===== config.mk =====
export PLATFORM = sky130hd
export DESIGN_NAME = nand_host_ctrl
export DESIGN_NICKNAME = d
export VERILOG_FILES = /design/src/nand_host_pkg.sv /design/src/nand_host_ctrl.sv /design/src/nand_ecc_seg.sv
export SDC_FILE = /design/constraint.sdc
export NUM_CORES = 2
export LEC_CHECK = 0
export BUFFER_PORTS_ARGS = -buffer_cell sky130_fd_sc_hd__buf_4
export CAP_MARGIN = 20
export CORE_ASPECT_RATIO = 0.8
export CORE_MARGIN = 4
export CORE_UTILIZATION = 45
export DETAILED_ROUTE_END_ITERATION = 12
export PLACE_DENSITY = 0.59
export RECOVER_POWER = 25
export REMOVE_ABC_BUFFERS = 1
export SLEW_MARGIN = 40
export SYNTH_ARGS = -nofsm -noshare
export SYNTH_HDL_FRONTEND = slang
export SYNTH_SLANG_ARGS = --single-unit

===== constraint.sdc =====
create_clock -name CLK -period 4.4 [get_ports CLK]
set_input_delay 0.22 -clock CLK [delete_from_list [all_inputs] [get_ports CLK]]
set_output_delay 0.22 -clock CLK [all_outputs]
set_load 0.1 [all_outputs]

===== src/nand_host_pkg.sv =====
package nand_host_pkg;

  // Pin timing, figures in ns, counts derived at the CLK rate
  localparam int CLK_PERIOD_NS = 10;
  localparam int T_WP_NS = 12;
  localparam int T_WH_NS = 10;
  localparam int T_REA_NS = 20;
  localparam int T_REH_NS = 10;
  localparam int T_WB_NS = 100;
  localparam int WE_LOW_CYC = (T_WP_NS + CLK_PERIOD_NS - 1) / CLK_PERIOD_NS;
  localparam int WE_HIGH_CYC = (T_WH_NS + CLK_PERIOD_NS - 1) / CLK_PERIOD_NS;
  // One extra cycle so the captured byte has settled after the access time
  localparam int RE_LOW_CYC = (T_REA_NS + CLK_PERIOD_NS - 1) / CLK_PERIOD_NS + 1;
  localparam int RE_HIGH_CYC = (T_REH_NS + CLK_PERIOD_NS - 1) / CLK_PERIOD_NS;
  localparam int WB_CYC = (T_WB_NS + CLK_PERIOD_NS - 1) / CLK_PERIOD_NS;
  localparam logic [3:0] WE_RISE_AT = 4'(WE_LOW_CYC - 1);
  localparam logic [3:0] WR_END_AT = 4'(WE_LOW_CYC + WE_HIGH_CYC - 1);
  localparam logic [3:0] RD_CAP_AT = 4'(RE_LOW_CYC - 1);
  localparam logic [3:0] RD_END_AT = 4'(RE_LOW_CYC + RE_HIGH_CYC - 1);
  localparam logic [3:0] WB_END_AT = 4'(WB_CYC - 1);

  // Array geometry
  localparam int COL_W = 12;
  localparam int ROW_W = 17;
  localparam int PAGE_W = 6;
  localparam int BLK_W = 11;
  localparam int BLOCKS = 2048;
  localparam logic [11:0] PAGE_BYTES = 12'h840;
  localparam logic [11:0] DATA_BYTES = 12'h800;
  localparam logic [11:0] MARK_COL = 12'h800;
  localparam logic [8:0] SEG_LAST = 9'h1FF;
  localparam logic [2:0] ADDR_LAST = 3'h4;
  localparam logic [2:0] ROW_ADDR_FIRST = 3'h2;
  localparam logic [7:0] GOOD_MARK = 8'hFF;

  // Opcodes, the only values ever placed on the bus in a command cycle
  localparam logic [7:0] CMD_READ_SETUP = 8'h00;
  localparam logic [7:0] CMD_READ_START = 8'h30;
  localparam logic [7:0] CMD_DATA_IN = 8'h80;
  localparam logic [7:0] CMD_PROG_START = 8'h10;
  localparam logic [7:0] CMD_ERASE_SETUP = 8'h60;
  localparam logic [7:0] CMD_ERASE_START = 8'hD0;
  localparam logic [7:0] CMD_STATUS = 8'h70;
  localparam logic [7:0] CMD_RESET = 8'hFF;

  // Status byte bit positions
  localparam int ST_FAIL = 0;
  localparam int ST_PAGE_READY = 5;
  localparam int ST_CACHE_READY = 6;
  localparam int ST_UNPROTECTED = 7;

  typedef enum logic [2:0] {
    OP_RESET = 3'h0,
    OP_STATUS = 3'h1,
    OP_READ = 3'h2,
    OP_PROG = 3'h3,
    OP_ERASE = 3'h4,
    OP_SCAN = 3'h5
  } op_type;

  typedef struct packed {
    op_type op;
    logic [ROW_W-1:0] row;
    logic [COL_W-1:0] col;
  } request_type;

  typedef struct packed {
    logic [7:0] status;
    logic fail;
    logic refused;
    logic bad_found;
  } result_type;

  typedef struct packed {
    logic par;
    logic [8:0] idx;
    logic [2:0] bitpos;
  } ecc_code_type;

  typedef struct packed {
    logic [1:0] seg;
    ecc_code_type code;
    logic correctable;
    logic uncorrectable;
    logic [8:0] err_byte;
    logic [2:0] err_bit;
  } ecc_report_type;

  typedef enum logic [9:0] {
    S_IDLE = 10'h001,
    S_CMD1 = 10'h002,
    S_ADDR = 10'h004,
    S_DATA_W = 10'h008,
    S_CMD2 = 10'h010,
    S_WAIT_WB = 10'h020,
    S_WAIT_RB = 10'h040,
    S_STAT_CMD = 10'h080,
    S_STAT_RD = 10'h100,
    S_DATA_R = 10'h200
  } state_enum_type;

  typedef struct packed {
    state_enum_type st;
    op_type op;
    logic [COL_W-1:0] col;
    logic [ROW_W-1:0] row;
    logic [3:0] tcnt;
    logic [11:0] bidx;
    logic [2:0] aidx;
    logic wr_act;
    logic seg_pend;
    logic scan_pg;
    logic init_done;
    logic [BLK_W-1:0] prog_blk;
    logic [PAGE_W:0] next_page;
    logic cle;
    logic ale;
    logic ce_n;
    logic we_n;
    logic re_n;
    logic wp_n;
    logic [7:0] io_out;
    logic io_oe_n;
    logic req_ready;
    logic wd_ready;
    logic rd_valid;
    logic [7:0] rdata;
    logic done;
    result_type result;
    logic ecc_valid;
    ecc_report_type ecc_rep;
    logic [BLOCKS-1:0] bad;
  } state_type;

endpackage


===== src/nand_host_ctrl.sv =====
// Function
// - While busy the controller issues only status read or reset.
// - Controller never issues an opcode outside the defined command set.
// - After serial data input only column change, confirm, multi, cache or reset.
// - Pages of the last programmed block are programmed in ascending order only.
// - Ready/busy is open drain; the controller side supplies the pull-up (none here: READY_BUSY_N is a plain input the testbench drives high).
// - Controller never erases a block known to be bad.
// - Bad-block scan checks the marker in the first and second page.
// - Reads from column 0 get a one-bit-per-512-byte error report (byte, bit); RDATA is not corrected.
// - Failed program or erase retires the block.
`timescale 1ns/1ps
`default_nettype none
module nand_host_ctrl (
  input wire logic CLK,
  input wire logic RESET,
  input wire logic REQ_VALID,
  input wire nand_host_pkg::request_type REQ,
  output logic REQ_READY,
  input wire logic WDATA_VALID,
  input wire logic [7:0] WDATA,
  output logic WDATA_READY,
  output logic RDATA_VALID,
  output logic [7:0] RDATA,
  input wire nand_host_pkg::ecc_code_type ECC_REF,
  output logic ECC_VALID,
  output nand_host_pkg::ecc_report_type ECC_REPORT,
  output logic DONE,
  output nand_host_pkg::result_type RESULT,
  output logic CLE,
  output logic ALE,
  output logic CE_N,
  output logic WE_N,
  output logic READ_STROBE_N,
  output logic WP_N,
  output logic [7:0] IO_OUT,
  output logic IO_OE_N,
  input wire logic [7:0] IO_IN,
  input wire logic READY_BUSY_N
);

  nand_host_pkg::state_type q;
  nand_host_pkg::state_type d;
  nand_host_pkg::ecc_code_type ecc_acc;
  nand_host_pkg::ecc_code_type syn;
  logic ecc_en;
  logic ecc_clr;
  logic [7:0] ecc_byte;
  logic [7:0] cmd1;
  logic legal;
  logic refuse;
  logic [nand_host_pkg::BLK_W-1:0] req_blk;

  function automatic nand_host_pkg::state_type start_wr(input nand_host_pkg::state_type s,
      input logic [7:0] b, input logic c, input logic a);
    nand_host_pkg::state_type r;
    r = s;
    r.io_out = b;
    r.cle = c;
    r.ale = a;
    r.we_n = 1'b0;
    r.io_oe_n = 1'b0;
    r.tcnt = 4'h0;
    return r;
  endfunction

  function automatic nand_host_pkg::state_type start_rd(input nand_host_pkg::state_type s);
    nand_host_pkg::state_type r;
    r = s;
    r.cle = 1'b0;
    r.ale = 1'b0;
    r.io_oe_n = 1'b1;
    r.re_n = 1'b0;
    r.tcnt = 4'h0;
    return r;
  endfunction

  function automatic nand_host_pkg::state_type finish(input nand_host_pkg::state_type s);
    nand_host_pkg::state_type r;
    r = s;
    r.st = nand_host_pkg::S_IDLE;
    r.done = 1'b1;
    r.req_ready = 1'b1;
    r.wd_ready = 1'b0;
    r.ce_n = 1'b1;
    r.wp_n = 1'b0;
    r.cle = 1'b0;
    r.ale = 1'b0;
    r.io_oe_n = 1'b1;
    return r;
  endfunction

  // Two column bytes then three row bytes; an erase sends only the row bytes
  function automatic logic [7:0] addr_byte(input logic [11:0] col, input logic [16:0] row,
      input logic [2:0] i);
    case (i)
      3'h0: addr_byte = col[7:0];
      3'h1: addr_byte = {4'h0, col[11:8]};
      3'h2: addr_byte = row[7:0];
      3'h3: addr_byte = row[15:8];
      default: addr_byte = {7'h00, row[16]};
    endcase
  endfunction

  nand_ecc_seg ecc_i (
    .clk(CLK),
    .reset(RESET),
    .clear(ecc_clr),
    .enable(ecc_en),
    .index(q.bidx[8:0]),
    .data_in(ecc_byte),
    .acc(ecc_acc)
  );

  assign req_blk = REQ.row[nand_host_pkg::ROW_W-1:nand_host_pkg::PAGE_W];
  assign syn = ecc_acc ^ ECC_REF;

  always_comb begin
    d = q;
    d.done = 1'b0;
    d.rd_valid = 1'b0;
    d.ecc_valid = 1'b0;
    ecc_en = 1'b0;
    ecc_clr = 1'b0;
    ecc_byte = 8'h00;
    cmd1 = nand_host_pkg::CMD_RESET;
    legal = 1'b1;
    refuse = 1'b0;
    // Shared strobe timing; the entry functions restart the count
    d.tcnt = q.tcnt + 4'h1;
    if (q.tcnt == nand_host_pkg::WE_RISE_AT) begin
      d.we_n = 1'b1;
    end
    if (q.tcnt == nand_host_pkg::RD_CAP_AT) begin
      d.re_n = 1'b1;
    end
    // Segment closed last cycle: the accumulator now holds its final value
    if (q.seg_pend) begin
      ecc_clr = 1'b1;
      d.seg_pend = 1'b0;
      d.ecc_valid = 1'b1;
      d.ecc_rep.seg = q.bidx[10:9];
      d.ecc_rep.code = ecc_acc;
      d.ecc_rep.correctable = (q.op == nand_host_pkg::OP_READ) && syn.par;
      d.ecc_rep.uncorrectable = (q.op == nand_host_pkg::OP_READ) && !syn.par && (syn != '0);
      d.ecc_rep.err_byte = syn.idx;
      d.ecc_rep.err_bit = syn.bitpos;
    end
    case (q.st)
      nand_host_pkg::S_IDLE: begin
        if (REQ_VALID && q.req_ready) begin
          case (REQ.op)
            nand_host_pkg::OP_RESET: cmd1 = nand_host_pkg::CMD_RESET;
            nand_host_pkg::OP_STATUS: cmd1 = nand_host_pkg::CMD_STATUS;
            nand_host_pkg::OP_READ: cmd1 = nand_host_pkg::CMD_READ_SETUP;
            nand_host_pkg::OP_SCAN: cmd1 = nand_host_pkg::CMD_READ_SETUP;
            nand_host_pkg::OP_PROG: cmd1 = nand_host_pkg::CMD_DATA_IN;
            nand_host_pkg::OP_ERASE: cmd1 = nand_host_pkg::CMD_ERASE_SETUP;
            default: legal = 1'b0;
          endcase
          if (REQ.op != nand_host_pkg::OP_RESET && REQ.op != nand_host_pkg::OP_STATUS) begin
            refuse = !q.init_done || !READY_BUSY_N;
          end
          if ((REQ.op == nand_host_pkg::OP_ERASE || REQ.op == nand_host_pkg::OP_PROG)
              && q.bad[req_blk]) begin
            refuse = 1'b1;
          end
          if (REQ.op == nand_host_pkg::OP_PROG && req_blk == q.prog_blk
              && {1'b0, REQ.row[nand_host_pkg::PAGE_W-1:0]} < q.next_page) begin
            refuse = 1'b1;
          end
          d.req_ready = 1'b0;
          d.op = REQ.op;
          d.row = REQ.row;
          d.col = REQ.col;
          d.bidx = 12'h000;
          d.scan_pg = 1'b0;
          d.seg_pend = 1'b0;
          d.result = '0;
          ecc_clr = 1'b1;
          if (!legal || refuse) begin
            d = finish(d);
            d.result.refused = 1'b1;
          end else begin
            d = start_wr(d, cmd1, 1'b1, 1'b0);
            d.st = nand_host_pkg::S_CMD1;
            d.ce_n = 1'b0;
            // Protect is lifted only around program and erase
            d.wp_n = (REQ.op == nand_host_pkg::OP_PROG || REQ.op == nand_host_pkg::OP_ERASE);
            if (REQ.op == nand_host_pkg::OP_SCAN) begin
              d.col = nand_host_pkg::MARK_COL;
              d.row = {req_blk, 6'h00};
            end
            if (REQ.op == nand_host_pkg::OP_PROG) begin
              d.prog_blk = req_blk;
              d.next_page = {1'b0, REQ.row[nand_host_pkg::PAGE_W-1:0]} + 7'h01;
            end
            if (REQ.op == nand_host_pkg::OP_ERASE && req_blk == q.prog_blk) begin
              d.next_page = 7'h00;
            end
          end
        end
      end
      nand_host_pkg::S_CMD1: begin
        if (q.tcnt == nand_host_pkg::WR_END_AT) begin
          if (q.op == nand_host_pkg::OP_STATUS) begin
            d = start_rd(d);
            d.st = nand_host_pkg::S_STAT_RD;
          end else if (q.op == nand_host_pkg::OP_RESET) begin
            d.st = nand_host_pkg::S_WAIT_WB;
            d.tcnt = 4'h0;
            d.io_oe_n = 1'b1;
            d.cle = 1'b0;
          end else begin
            d.aidx = (q.op == nand_host_pkg::OP_ERASE) ? nand_host_pkg::ROW_ADDR_FIRST : 3'h0;
            d = start_wr(d, addr_byte(q.col, q.row, d.aidx), 1'b0, 1'b1);
            d.st = nand_host_pkg::S_ADDR;
          end
        end
      end
      nand_host_pkg::S_ADDR: begin
        // Five address cycles at most; a sixth is never sent
        if (q.tcnt == nand_host_pkg::WR_END_AT) begin
          if (q.aidx != nand_host_pkg::ADDR_LAST) begin
            d.aidx = q.aidx + 3'h1;
            d = start_wr(d, addr_byte(q.col, q.row, d.aidx), 1'b0, 1'b1);
          end else if (q.op == nand_host_pkg::OP_PROG) begin
            d.st = nand_host_pkg::S_DATA_W;
            d.ale = 1'b0;
            d.wr_act = 1'b0;
            d.wd_ready = 1'b1;
          end else if (q.op == nand_host_pkg::OP_ERASE) begin
            d = start_wr(d, nand_host_pkg::CMD_ERASE_START, 1'b1, 1'b0);
            d.st = nand_host_pkg::S_CMD2;
          end else begin
            d = start_wr(d, nand_host_pkg::CMD_READ_START, 1'b1, 1'b0);
            d.st = nand_host_pkg::S_CMD2;
          end
        end
      end
      nand_host_pkg::S_DATA_W: begin
        if (!q.wr_act) begin
          if (WDATA_VALID && q.wd_ready) begin
            d = start_wr(d, WDATA, 1'b0, 1'b0);
            d.wd_ready = 1'b0;
            d.wr_act = 1'b1;
            ecc_en = (q.bidx < nand_host_pkg::DATA_BYTES);
            ecc_byte = WDATA;
            d.seg_pend = ecc_en && (q.bidx[8:0] == nand_host_pkg::SEG_LAST);
          end
        end else if (q.tcnt == nand_host_pkg::WR_END_AT) begin
          d.bidx = q.bidx + 12'h001;
          d.wr_act = 1'b0;
          if (q.bidx == nand_host_pkg::PAGE_BYTES - 12'h001) begin
            // Only the confirm may follow the data-input setup
            d = start_wr(d, nand_host_pkg::CMD_PROG_START, 1'b1, 1'b0);
            d.st = nand_host_pkg::S_CMD2;
          end else begin
            d.wd_ready = 1'b1;
          end
        end
      end
      nand_host_pkg::S_CMD2: begin
        if (q.tcnt == nand_host_pkg::WR_END_AT) begin
          d.st = nand_host_pkg::S_WAIT_WB;
          d.tcnt = 4'h0;
          d.io_oe_n = 1'b1;
          d.cle = 1'b0;
        end
      end
      nand_host_pkg::S_WAIT_WB: begin
        // Busy is not visible on the pin until the device has had time to pull it
        if (q.tcnt == nand_host_pkg::WB_END_AT) begin
          if (q.op == nand_host_pkg::OP_PROG || q.op == nand_host_pkg::OP_ERASE) begin
            d = start_wr(d, nand_host_pkg::CMD_STATUS, 1'b1, 1'b0);
            d.st = nand_host_pkg::S_STAT_CMD;
          end else begin
            d.st = nand_host_pkg::S_WAIT_RB;
          end
        end
      end
      nand_host_pkg::S_WAIT_RB: begin
        if (READY_BUSY_N) begin
          if (q.op == nand_host_pkg::OP_RESET) begin
            d = finish(d);
            d.init_done = 1'b1;
          end else begin
            d = start_rd(d);
            d.st = nand_host_pkg::S_DATA_R;
          end
        end
      end
      nand_host_pkg::S_STAT_CMD: begin
        if (q.tcnt == nand_host_pkg::WR_END_AT) begin
          d = start_rd(d);
          d.st = nand_host_pkg::S_STAT_RD;
        end
      end
      nand_host_pkg::S_STAT_RD: begin
        if (q.tcnt == nand_host_pkg::RD_CAP_AT) begin
          d.result.status = IO_IN;
        end
        if (q.tcnt == nand_host_pkg::RD_END_AT) begin
          if (q.op == nand_host_pkg::OP_STATUS) begin
            d = finish(d);
          end else if (!q.result.status[nand_host_pkg::ST_CACHE_READY]
                       || !q.result.status[nand_host_pkg::ST_PAGE_READY]) begin
            // Status stays selected, so another strobe polls again
            d = start_rd(d);
          end else begin
            d = finish(d);
            d.result.fail = q.result.status[nand_host_pkg::ST_FAIL];
            if (q.result.status[nand_host_pkg::ST_FAIL]) begin
              d.bad[q.row[nand_host_pkg::ROW_W-1:nand_host_pkg::PAGE_W]] = 1'b1;
            end
          end
        end
      end
      nand_host_pkg::S_DATA_R: begin
        if (q.tcnt == nand_host_pkg::RD_CAP_AT) begin
          d.rdata = IO_IN;
          if (q.op == nand_host_pkg::OP_READ) begin
            d.rd_valid = 1'b1;
            ecc_en = (q.col == 12'h000) && (q.bidx < nand_host_pkg::DATA_BYTES);
            ecc_byte = IO_IN;
            d.seg_pend = ecc_en && (q.bidx[8:0] == nand_host_pkg::SEG_LAST);
          end
        end
        if (q.tcnt == nand_host_pkg::RD_END_AT) begin
          if (q.op == nand_host_pkg::OP_SCAN) begin
            if (q.rdata != nand_host_pkg::GOOD_MARK) begin
              d.result.bad_found = 1'b1;
              d.bad[q.row[nand_host_pkg::ROW_W-1:nand_host_pkg::PAGE_W]] = 1'b1;
            end
            if (!q.scan_pg) begin
              d.scan_pg = 1'b1;
              d.row = {q.row[nand_host_pkg::ROW_W-1:nand_host_pkg::PAGE_W], 6'h01};
              d = start_wr(d, nand_host_pkg::CMD_READ_SETUP, 1'b1, 1'b0);
              d.st = nand_host_pkg::S_CMD1;
            end else begin
              d = finish(d);
            end
          end else if (q.col + q.bidx == nand_host_pkg::PAGE_BYTES - 12'h001) begin
            d = finish(d);
          end else begin
            d.bidx = q.bidx + 12'h001;
            d = start_rd(d);
          end
        end
      end
      default: begin
        d = finish(d);
      end
    endcase
  end

  always_ff @(posedge CLK) begin
    if (RESET) begin
      q <= '0;
      q.st <= nand_host_pkg::S_IDLE;
      q.op <= nand_host_pkg::OP_RESET;
      q.ce_n <= 1'b1;
      q.we_n <= 1'b1;
      q.re_n <= 1'b1;
      q.io_oe_n <= 1'b1;
      q.req_ready <= 1'b1;
      q.next_page <= 7'h00;
    end else begin
      q <= d;
    end
  end

  assign REQ_READY = q.req_ready;
  assign WDATA_READY = q.wd_ready;
  assign RDATA_VALID = q.rd_valid;
  assign RDATA = q.rdata;
  assign ECC_VALID = q.ecc_valid;
  assign ECC_REPORT = q.ecc_rep;
  assign DONE = q.done;
  assign RESULT = q.result;
  assign CLE = q.cle;
  assign ALE = q.ale;
  assign CE_N = q.ce_n;
  assign WE_N = q.we_n;
  assign READ_STROBE_N = q.re_n;
  assign WP_N = q.wp_n;
  assign IO_OUT = q.io_out;
  assign IO_OE_N = q.io_oe_n;

endmodule
`default_nettype wire


===== src/nand_ecc_seg.sv =====
`timescale 1ns/1ps
`default_nettype none
// Parity accumulator over one 512-byte segment; a single flipped bit shows
// as an odd overall parity and its byte and bit position as the syndrome.
module nand_ecc_seg (
  input wire logic clk,
  input wire logic reset,
  input wire logic clear,
  input wire logic enable,
  input wire logic [8:0] index,
  input wire logic [7:0] data_in,
  output nand_host_pkg::ecc_code_type acc
);

  nand_host_pkg::ecc_code_type acc_q;
  nand_host_pkg::ecc_code_type acc_d;

  function automatic logic [2:0] set_bit_xor(input logic [7:0] b);
    logic [2:0] x;
    x = 3'h0;
    for (int i = 0; i < 8; i++) begin
      if (b[i]) begin
        x = x ^ 3'(i);
      end
    end
    return x;
  endfunction

  always_comb begin
    acc_d = acc_q;
    if (clear) begin
      acc_d = '0;
    end else if (enable) begin
      acc_d.par = acc_q.par ^ (^data_in);
      acc_d.idx = acc_q.idx ^ ((^data_in) ? index : 9'h000);
      acc_d.bitpos = acc_q.bitpos ^ set_bit_xor(data_in);
    end
  end

  always_ff @(posedge clk) begin
    if (reset) begin
      acc_q <= '0;
    end else begin
      acc_q <= acc_d;
    end
  end

  assign acc = acc_q;

endmodule
`default_nettype wire


==> impl_summary.log <==
INFO  metric regToRegStartpoint = q[401]
INFO  metric synth-edff-count = 0
INFO  metric detail_route.drc_violations = 0
INFO  metric post_layout_nonfiller_instances = approximately 12k
INFO  metric start_util = 0.4528
INFO  metric worstSkewPairLatency = 0.86 ns
INFO  metric drt-initial-drc-count = about 9.2k
INFO  metric number_of_antenna_violations_at_the_first_check_in_global_routing = 8
INFO  metric power_per_cell_area = between 400 and 500 mW/mm2
INFO  metric power_leakage = 36.88 nW
INFO  metric cts-buffers-inserted = about 210
INFO  metric cp.required = between 5 and 6 ns
INFO  metric grt_usage = 0.2929
INFO  metric largest_buffer_count_on_any_clock_path = 3
INFO  metric route.vias.total = between 70k and 80k
INFO  metric routed_wirelength_normalized_by_instance_count = 25.23 um
INFO  metric share_of_synthesized_flip_flops_with_an_asynchronous_set_or_reset = 0
INFO  metric layout.area.seq = roughly 0.044 mm2
INFO  metric crit_path_end_kind = flip-flop
INFO  metric n_fill_cell = around 18k
INFO  metric critPathMostFrequentCell = sky130_fd_sc_hd__buf_4
INFO  metric setup_violations = 0
INFO  metric synth-main-ff-cell = sky130_fd_sc_hd__dfxtp_1
INFO  metric design_area = about 0.1 mm2
INFO  metric groute.layer.met3.usage = 0.06416
INFO  metric worstPathArrival = ~5.1 ns
INFO  metric report.final.hold_viol_count = 0
INFO  metric placement.io_buffers = 133
INFO  metric worstMarginPinSlew = about 2.7 ns
INFO  metric maximum_vdd_drop = about 0.4 mV
INFO  metric worstSetupPathType = input pin to flip-flop
INFO  metric syn_inst = about 9.5k
INFO  metric reg2reg_slack = 0.01 ns
INFO  metric max_slew_margin = -0.8104
INFO  metric dieWidth = roughly 500 um
INFO  metric grt_setup_unrepaired = no
INFO  metric ff2ff_path_depth = 13
INFO  metric slowest_stage = sky130_fd_sc_hd__a2111oi_2
INFO  metric timing.hold.worst_endpoint = q[2167]
INFO  metric grt_max_degree = approximately 210
INFO  metric synth_area = just under 0.09 mm2
INFO  metric synthDistinctLibCells = 95
INFO  metric global_route.peak_usage_layer = met1
INFO  metric route.final.wire_length = about 310 mm
INFO  metric slowest_delay = 0.56 ns
INFO  metric post_cts_setup_bufs = 0
INFO  metric synth_register_bits = approximately 2.2k
INFO  metric r2r-end = CE_N
INFO  metric cts.sinks = roughly 2.2k
INFO  metric final_net_count = ~9.6k
INFO  metric coreArea = 0.1952 mm2
INFO  metric gp_congestion = about 0.91
INFO  metric gr_util_met1 = 0.4304
INFO  metric postPlaceCellArea = ~0.094 mm2
INFO  metric post_drt_via_cell_ratio = 6.040
INFO  metric critPathMaxFanout = 18
INFO  metric drive_gt1_frac = 0.1506
INFO  metric dp.final_hpwl = between 150 and 200 mm
INFO  metric synthesis.area_per_instance = slightly above 9 um2
INFO  metric placedCellCount = approximately 12k
INFO  metric critical-path-top-delay-family = compound AO/OA/AOI/OAI gates
INFO  metric holdCritPathClass = input pin to flip-flop
INFO  metric dr.pass1.iters = 6
INFO  metric cts_tree = done
INFO  metric finalClockSkew = about 0.052 ns
INFO  metric start_kind = input pin
INFO  metric final_min_period_over_clock_period = 0.9972
INFO  metric time_the_worst_path_needs_with_i_o_delays_and_setup = ~4.4 ns
INFO  metric timing.final.max_slew_violations = 138
INFO  metric cts-htree-levels = 4
INFO  metric pin_count = roughly 130
INFO  metric violations = max-capacitance violations, max-slew violations
INFO  metric grt_pass1_wl = 453.6 mm
INFO  metric max_freq = roughly 0.23 GHz
INFO  metric via_count_of_the_first_global_routing_pass = between 60k and 70k
INFO  metric multi_input_comb_area = ~0.04 mm2
INFO  metric power = 42.23 mW
INFO  metric outcome = complete, but fails checks
INFO  metric cap_violations = 2
INFO  metric synth.yosys.warnings = 0
INFO  metric ctsRootBufferMaster = sky130_fd_sc_hd__clkbuf_16
INFO  metric timing.critical_path.cells = buf_8 -> buf_12 -> buf_4 -> buf_4 -> mux4_2 -> a22oi_1 -> nand3_1 -> a2111oi_2 -> buf_4 -> a2111o_1 -> nor4b_1 -> a21oi_1 -> nand4_1 -> buf_4 -> nand3_1 -> nand2_1 -> a221o_1
INFO  metric cts.reportedPaths.clkPinSlew = ~0.070 ns
INFO  metric gr-usage-met2 = 0.4303
INFO  metric placement_rows = approximately 150
INFO  metric hold_start = REQ[22]
INFO  metric drt.antenna.violating_nets = 0
INFO  metric ys_seq_area_frac = 0.5010
INFO  metric grt-ovfl-total = 0
INFO  metric finalSetupTns = 0 ns
INFO  metric worst_hold_path_depth = 4
INFO  metric chipHeight = between 400 and 500 um
INFO  metric areaGrowthSynthToFinish = 14.46%
INFO  metric path_buf_inv = 6
INFO  metric design.die.area = 0.2036 mm2
-- cells in the mapped netlist, types with 9 or more instances --
| cell type | number | area, um2 |
|---|---|---|
| sky130_fd_sc_hd__a2111oi_0 | 10 | 87.58 |
| sky130_fd_sc_hd__a211oi_1 | 25 | 187.7 |
| sky130_fd_sc_hd__a21o_1 | 9 | 67.56 |
| sky130_fd_sc_hd__a21oi_1 | 2192 | 10970 |
| sky130_fd_sc_hd__a221oi_1 | 24 | 210.2 |
| sky130_fd_sc_hd__a22o_1 | 33 | 289.0 |
| sky130_fd_sc_hd__a22oi_1 | 125 | 938.4 |
| sky130_fd_sc_hd__a31oi_1 | 26 | 162.7 |
| sky130_fd_sc_hd__a32oi_1 | 13 | 113.9 |
| sky130_fd_sc_hd__and2_1 | 12 | 75.07 |
| sky130_fd_sc_hd__and3_1 | 25 | 156.4 |
| sky130_fd_sc_hd__buf_1 | 16 | 60.06 |
| sky130_fd_sc_hd__buf_2 | 58 | 290.3 |
| sky130_fd_sc_hd__buf_4 | 72 | 540.5 |
| sky130_fd_sc_hd__buf_6 | 54 | 608.1 |
| sky130_fd_sc_hd__clkbuf_1 | 726 | 2725 |
| sky130_fd_sc_hd__dfxtp_1 | 2212 | 44280 |
| sky130_fd_sc_hd__ha_1 | 28 | 350.3 |
| sky130_fd_sc_hd__inv_1 | 33 | 123.9 |
| sky130_fd_sc_hd__mux2i_1 | 219 | 2192 |
| sky130_fd_sc_hd__mux4_2 | 438 | 9864 |
| sky130_fd_sc_hd__nand2_1 | 232 | 870.8 |
| sky130_fd_sc_hd__nand2b_1 | 18 | 112.6 |
| sky130_fd_sc_hd__nand3_1 | 95 | 475.5 |
| sky130_fd_sc_hd__nand3b_1 | 18 | 135.1 |
| sky130_fd_sc_hd__nand4_1 | 24 | 150.1 |
| sky130_fd_sc_hd__nor2_1 | 2313 | 8682 |
| sky130_fd_sc_hd__nor2b_1 | 28 | 175.2 |
| sky130_fd_sc_hd__nor3_1 | 53 | 265.3 |
| sky130_fd_sc_hd__nor3b_1 | 10 | 75.07 |
| sky130_fd_sc_hd__nor4_1 | 19 | 118.9 |
| sky130_fd_sc_hd__o21ai_0 | 65 | 325.3 |
| sky130_fd_sc_hd__o21ai_1 | 14 | 70.07 |
| sky130_fd_sc_hd__o221ai_1 | 12 | 105.1 |
| sky130_fd_sc_hd__o22a_1 | 12 | 105.1 |
| sky130_fd_sc_hd__o22ai_1 | 50 | 312.8 |
| sky130_fd_sc_hd__o31ai_1 | 11 | 82.58 |
| sky130_fd_sc_hd__or2_2 | 10 | 62.56 |
| sky130_fd_sc_hd__or3_1 | 13 | 81.33 |
| sky130_fd_sc_hd__xnor2_1 | 34 | 297.8 |
| sky130_fd_sc_hd__xor2_1 | 23 | 201.4 |
-- sequential cells by signal, summed over array words and instances, names as in the netlist --
name,cells
WDATA_READY,1
q,2131
RDATA_VALID,1
ALE,1
CE_N,1
WP_N,1
WE_N,1
CLE,1
IO_OE_N,1
ECC_REPORT,29
RESULT,11
READ_STROBE_N,1
ECC_VALID,1
IO_OUT,8
RDATA,8
DONE,1
ecc_i.acc,13
REQ_READY,1
-- cells by family after synthesis --
kind of cell / after synthesis / synth area share
simple gates: 2916 / 0.1340
xor+xnor: 58 / 0.005903
compound gates: 2701 / 0.1673
fa+ha+maj: 29 / 0.004190
buf+inv: 967 / 0.05047
mux: 663 / 0.1372
flops: 2212 / 0.5010
-- report_power, final --
| part | switching (mW) | internal [mW] |
|---|---|---|
| Clock | 8.21 | 10.8 |
| Combinational | 2.14 | 0.860 |
| Sequential | 0.104 | 20.1 |
| Total | 10.5 | 31.8 |
-- cell type report --
cell class / count / share of cell area
Tap cell: 2572 / 0.03181
Multi-Input combinational cell: 6367 / 0.3965
Antenna cell: 5 / 0.0001237
Clock inverter: 80 / 0.009906
Sequential cell: 2212 / 0.4378
Timing Repair Buffer: 653 / 0.06069
Inverter: 33 / 0.001237
Clock buffer: 311 / 0.06194
-- per-stage QoR --
| stage | hold WS [ns] | setup WS (ns) | utilization |
|---|---|---|---|
| 3_5_place_dp | 0.4338 | -0.8182 | 0.4792 |
| 3_3_place_gp | 0.4322 | -1.084 | 0.4775 |
| 4_1_cts | 0.01711 | 0.02933 | 0.5195 |
| 2_1_floorplan | 0.2891 | 0.2422 | - |
| 6_report | 0.1085 | 0.01219 | 0.5182 |
| 5_1_grt | 0.05334 | 0.01369 | 0.5182 |
-- repair_timing --
item	4_1_cts	5_1_grt
hold buffers	59	0
resized for setup	2	4
pin swaps	0	2
setup endpoints to repair	6	10
hold endpoints to repair	190	0
-- how the worst max path moves through the flow --
stage | to | slack, ns | cells past startpoint | startpoint
6_report | CE_N | 0.01 | 17 | REQ[18]
3_3_place_gp | REQ_READY | -1.08 | 17 | REQ[18]
5_1_grt | q[1114] | 0.01 | 12 | q[2198]
4_1_cts | REQ_READY | 0.03 | 13 | q[803]
2_1_floorplan | IO_OUT[7] | 0.24 | 11 | REQ[20]
3_5_place_dp | REQ_READY | -0.82 | 17 | REQ[18]
-- worst reg2reg max path: cells and delay by family, from the launching register on --
kind / cells / cell delay, ns
DFF: 1 / 0.32
and+or+nand+nor: 4 / 0.99
buffers and inverters: 2 / 0.55
AOI/OAI and AO/OA: 6 / 2.14
muxes: 1 / 0.26
-- placed cells by master, fill, tap and decap left out, types with 94 or more instances in the layout --
cell,n
sky130_fd_sc_hd__nand3_1,94
sky130_fd_sc_hd__mux4_2,438
sky130_fd_sc_hd__mux2i_1,219
sky130_fd_sc_hd__buf_4,385
sky130_fd_sc_hd__a21oi_1,2192
sky130_fd_sc_hd__clkbuf_16,211
sky130_fd_sc_hd__nor2_1,2231
sky130_fd_sc_hd__dfxtp_1,2211
sky130_fd_sc_hd__nand2_1,232
sky130_fd_sc_hd__a22oi_1,125
sky130_fd_sc_hd__clkbuf_1,114
-- routing by layer --
layer / part of all wire / routed length, um
met5: 0.00064 / 199
met4: 0.031 / 9691
met3: 0.10 / 31820
met2: 0.43 / 132300
met1: 0.44 / 134600
Power figures use the tool's default switching activity.
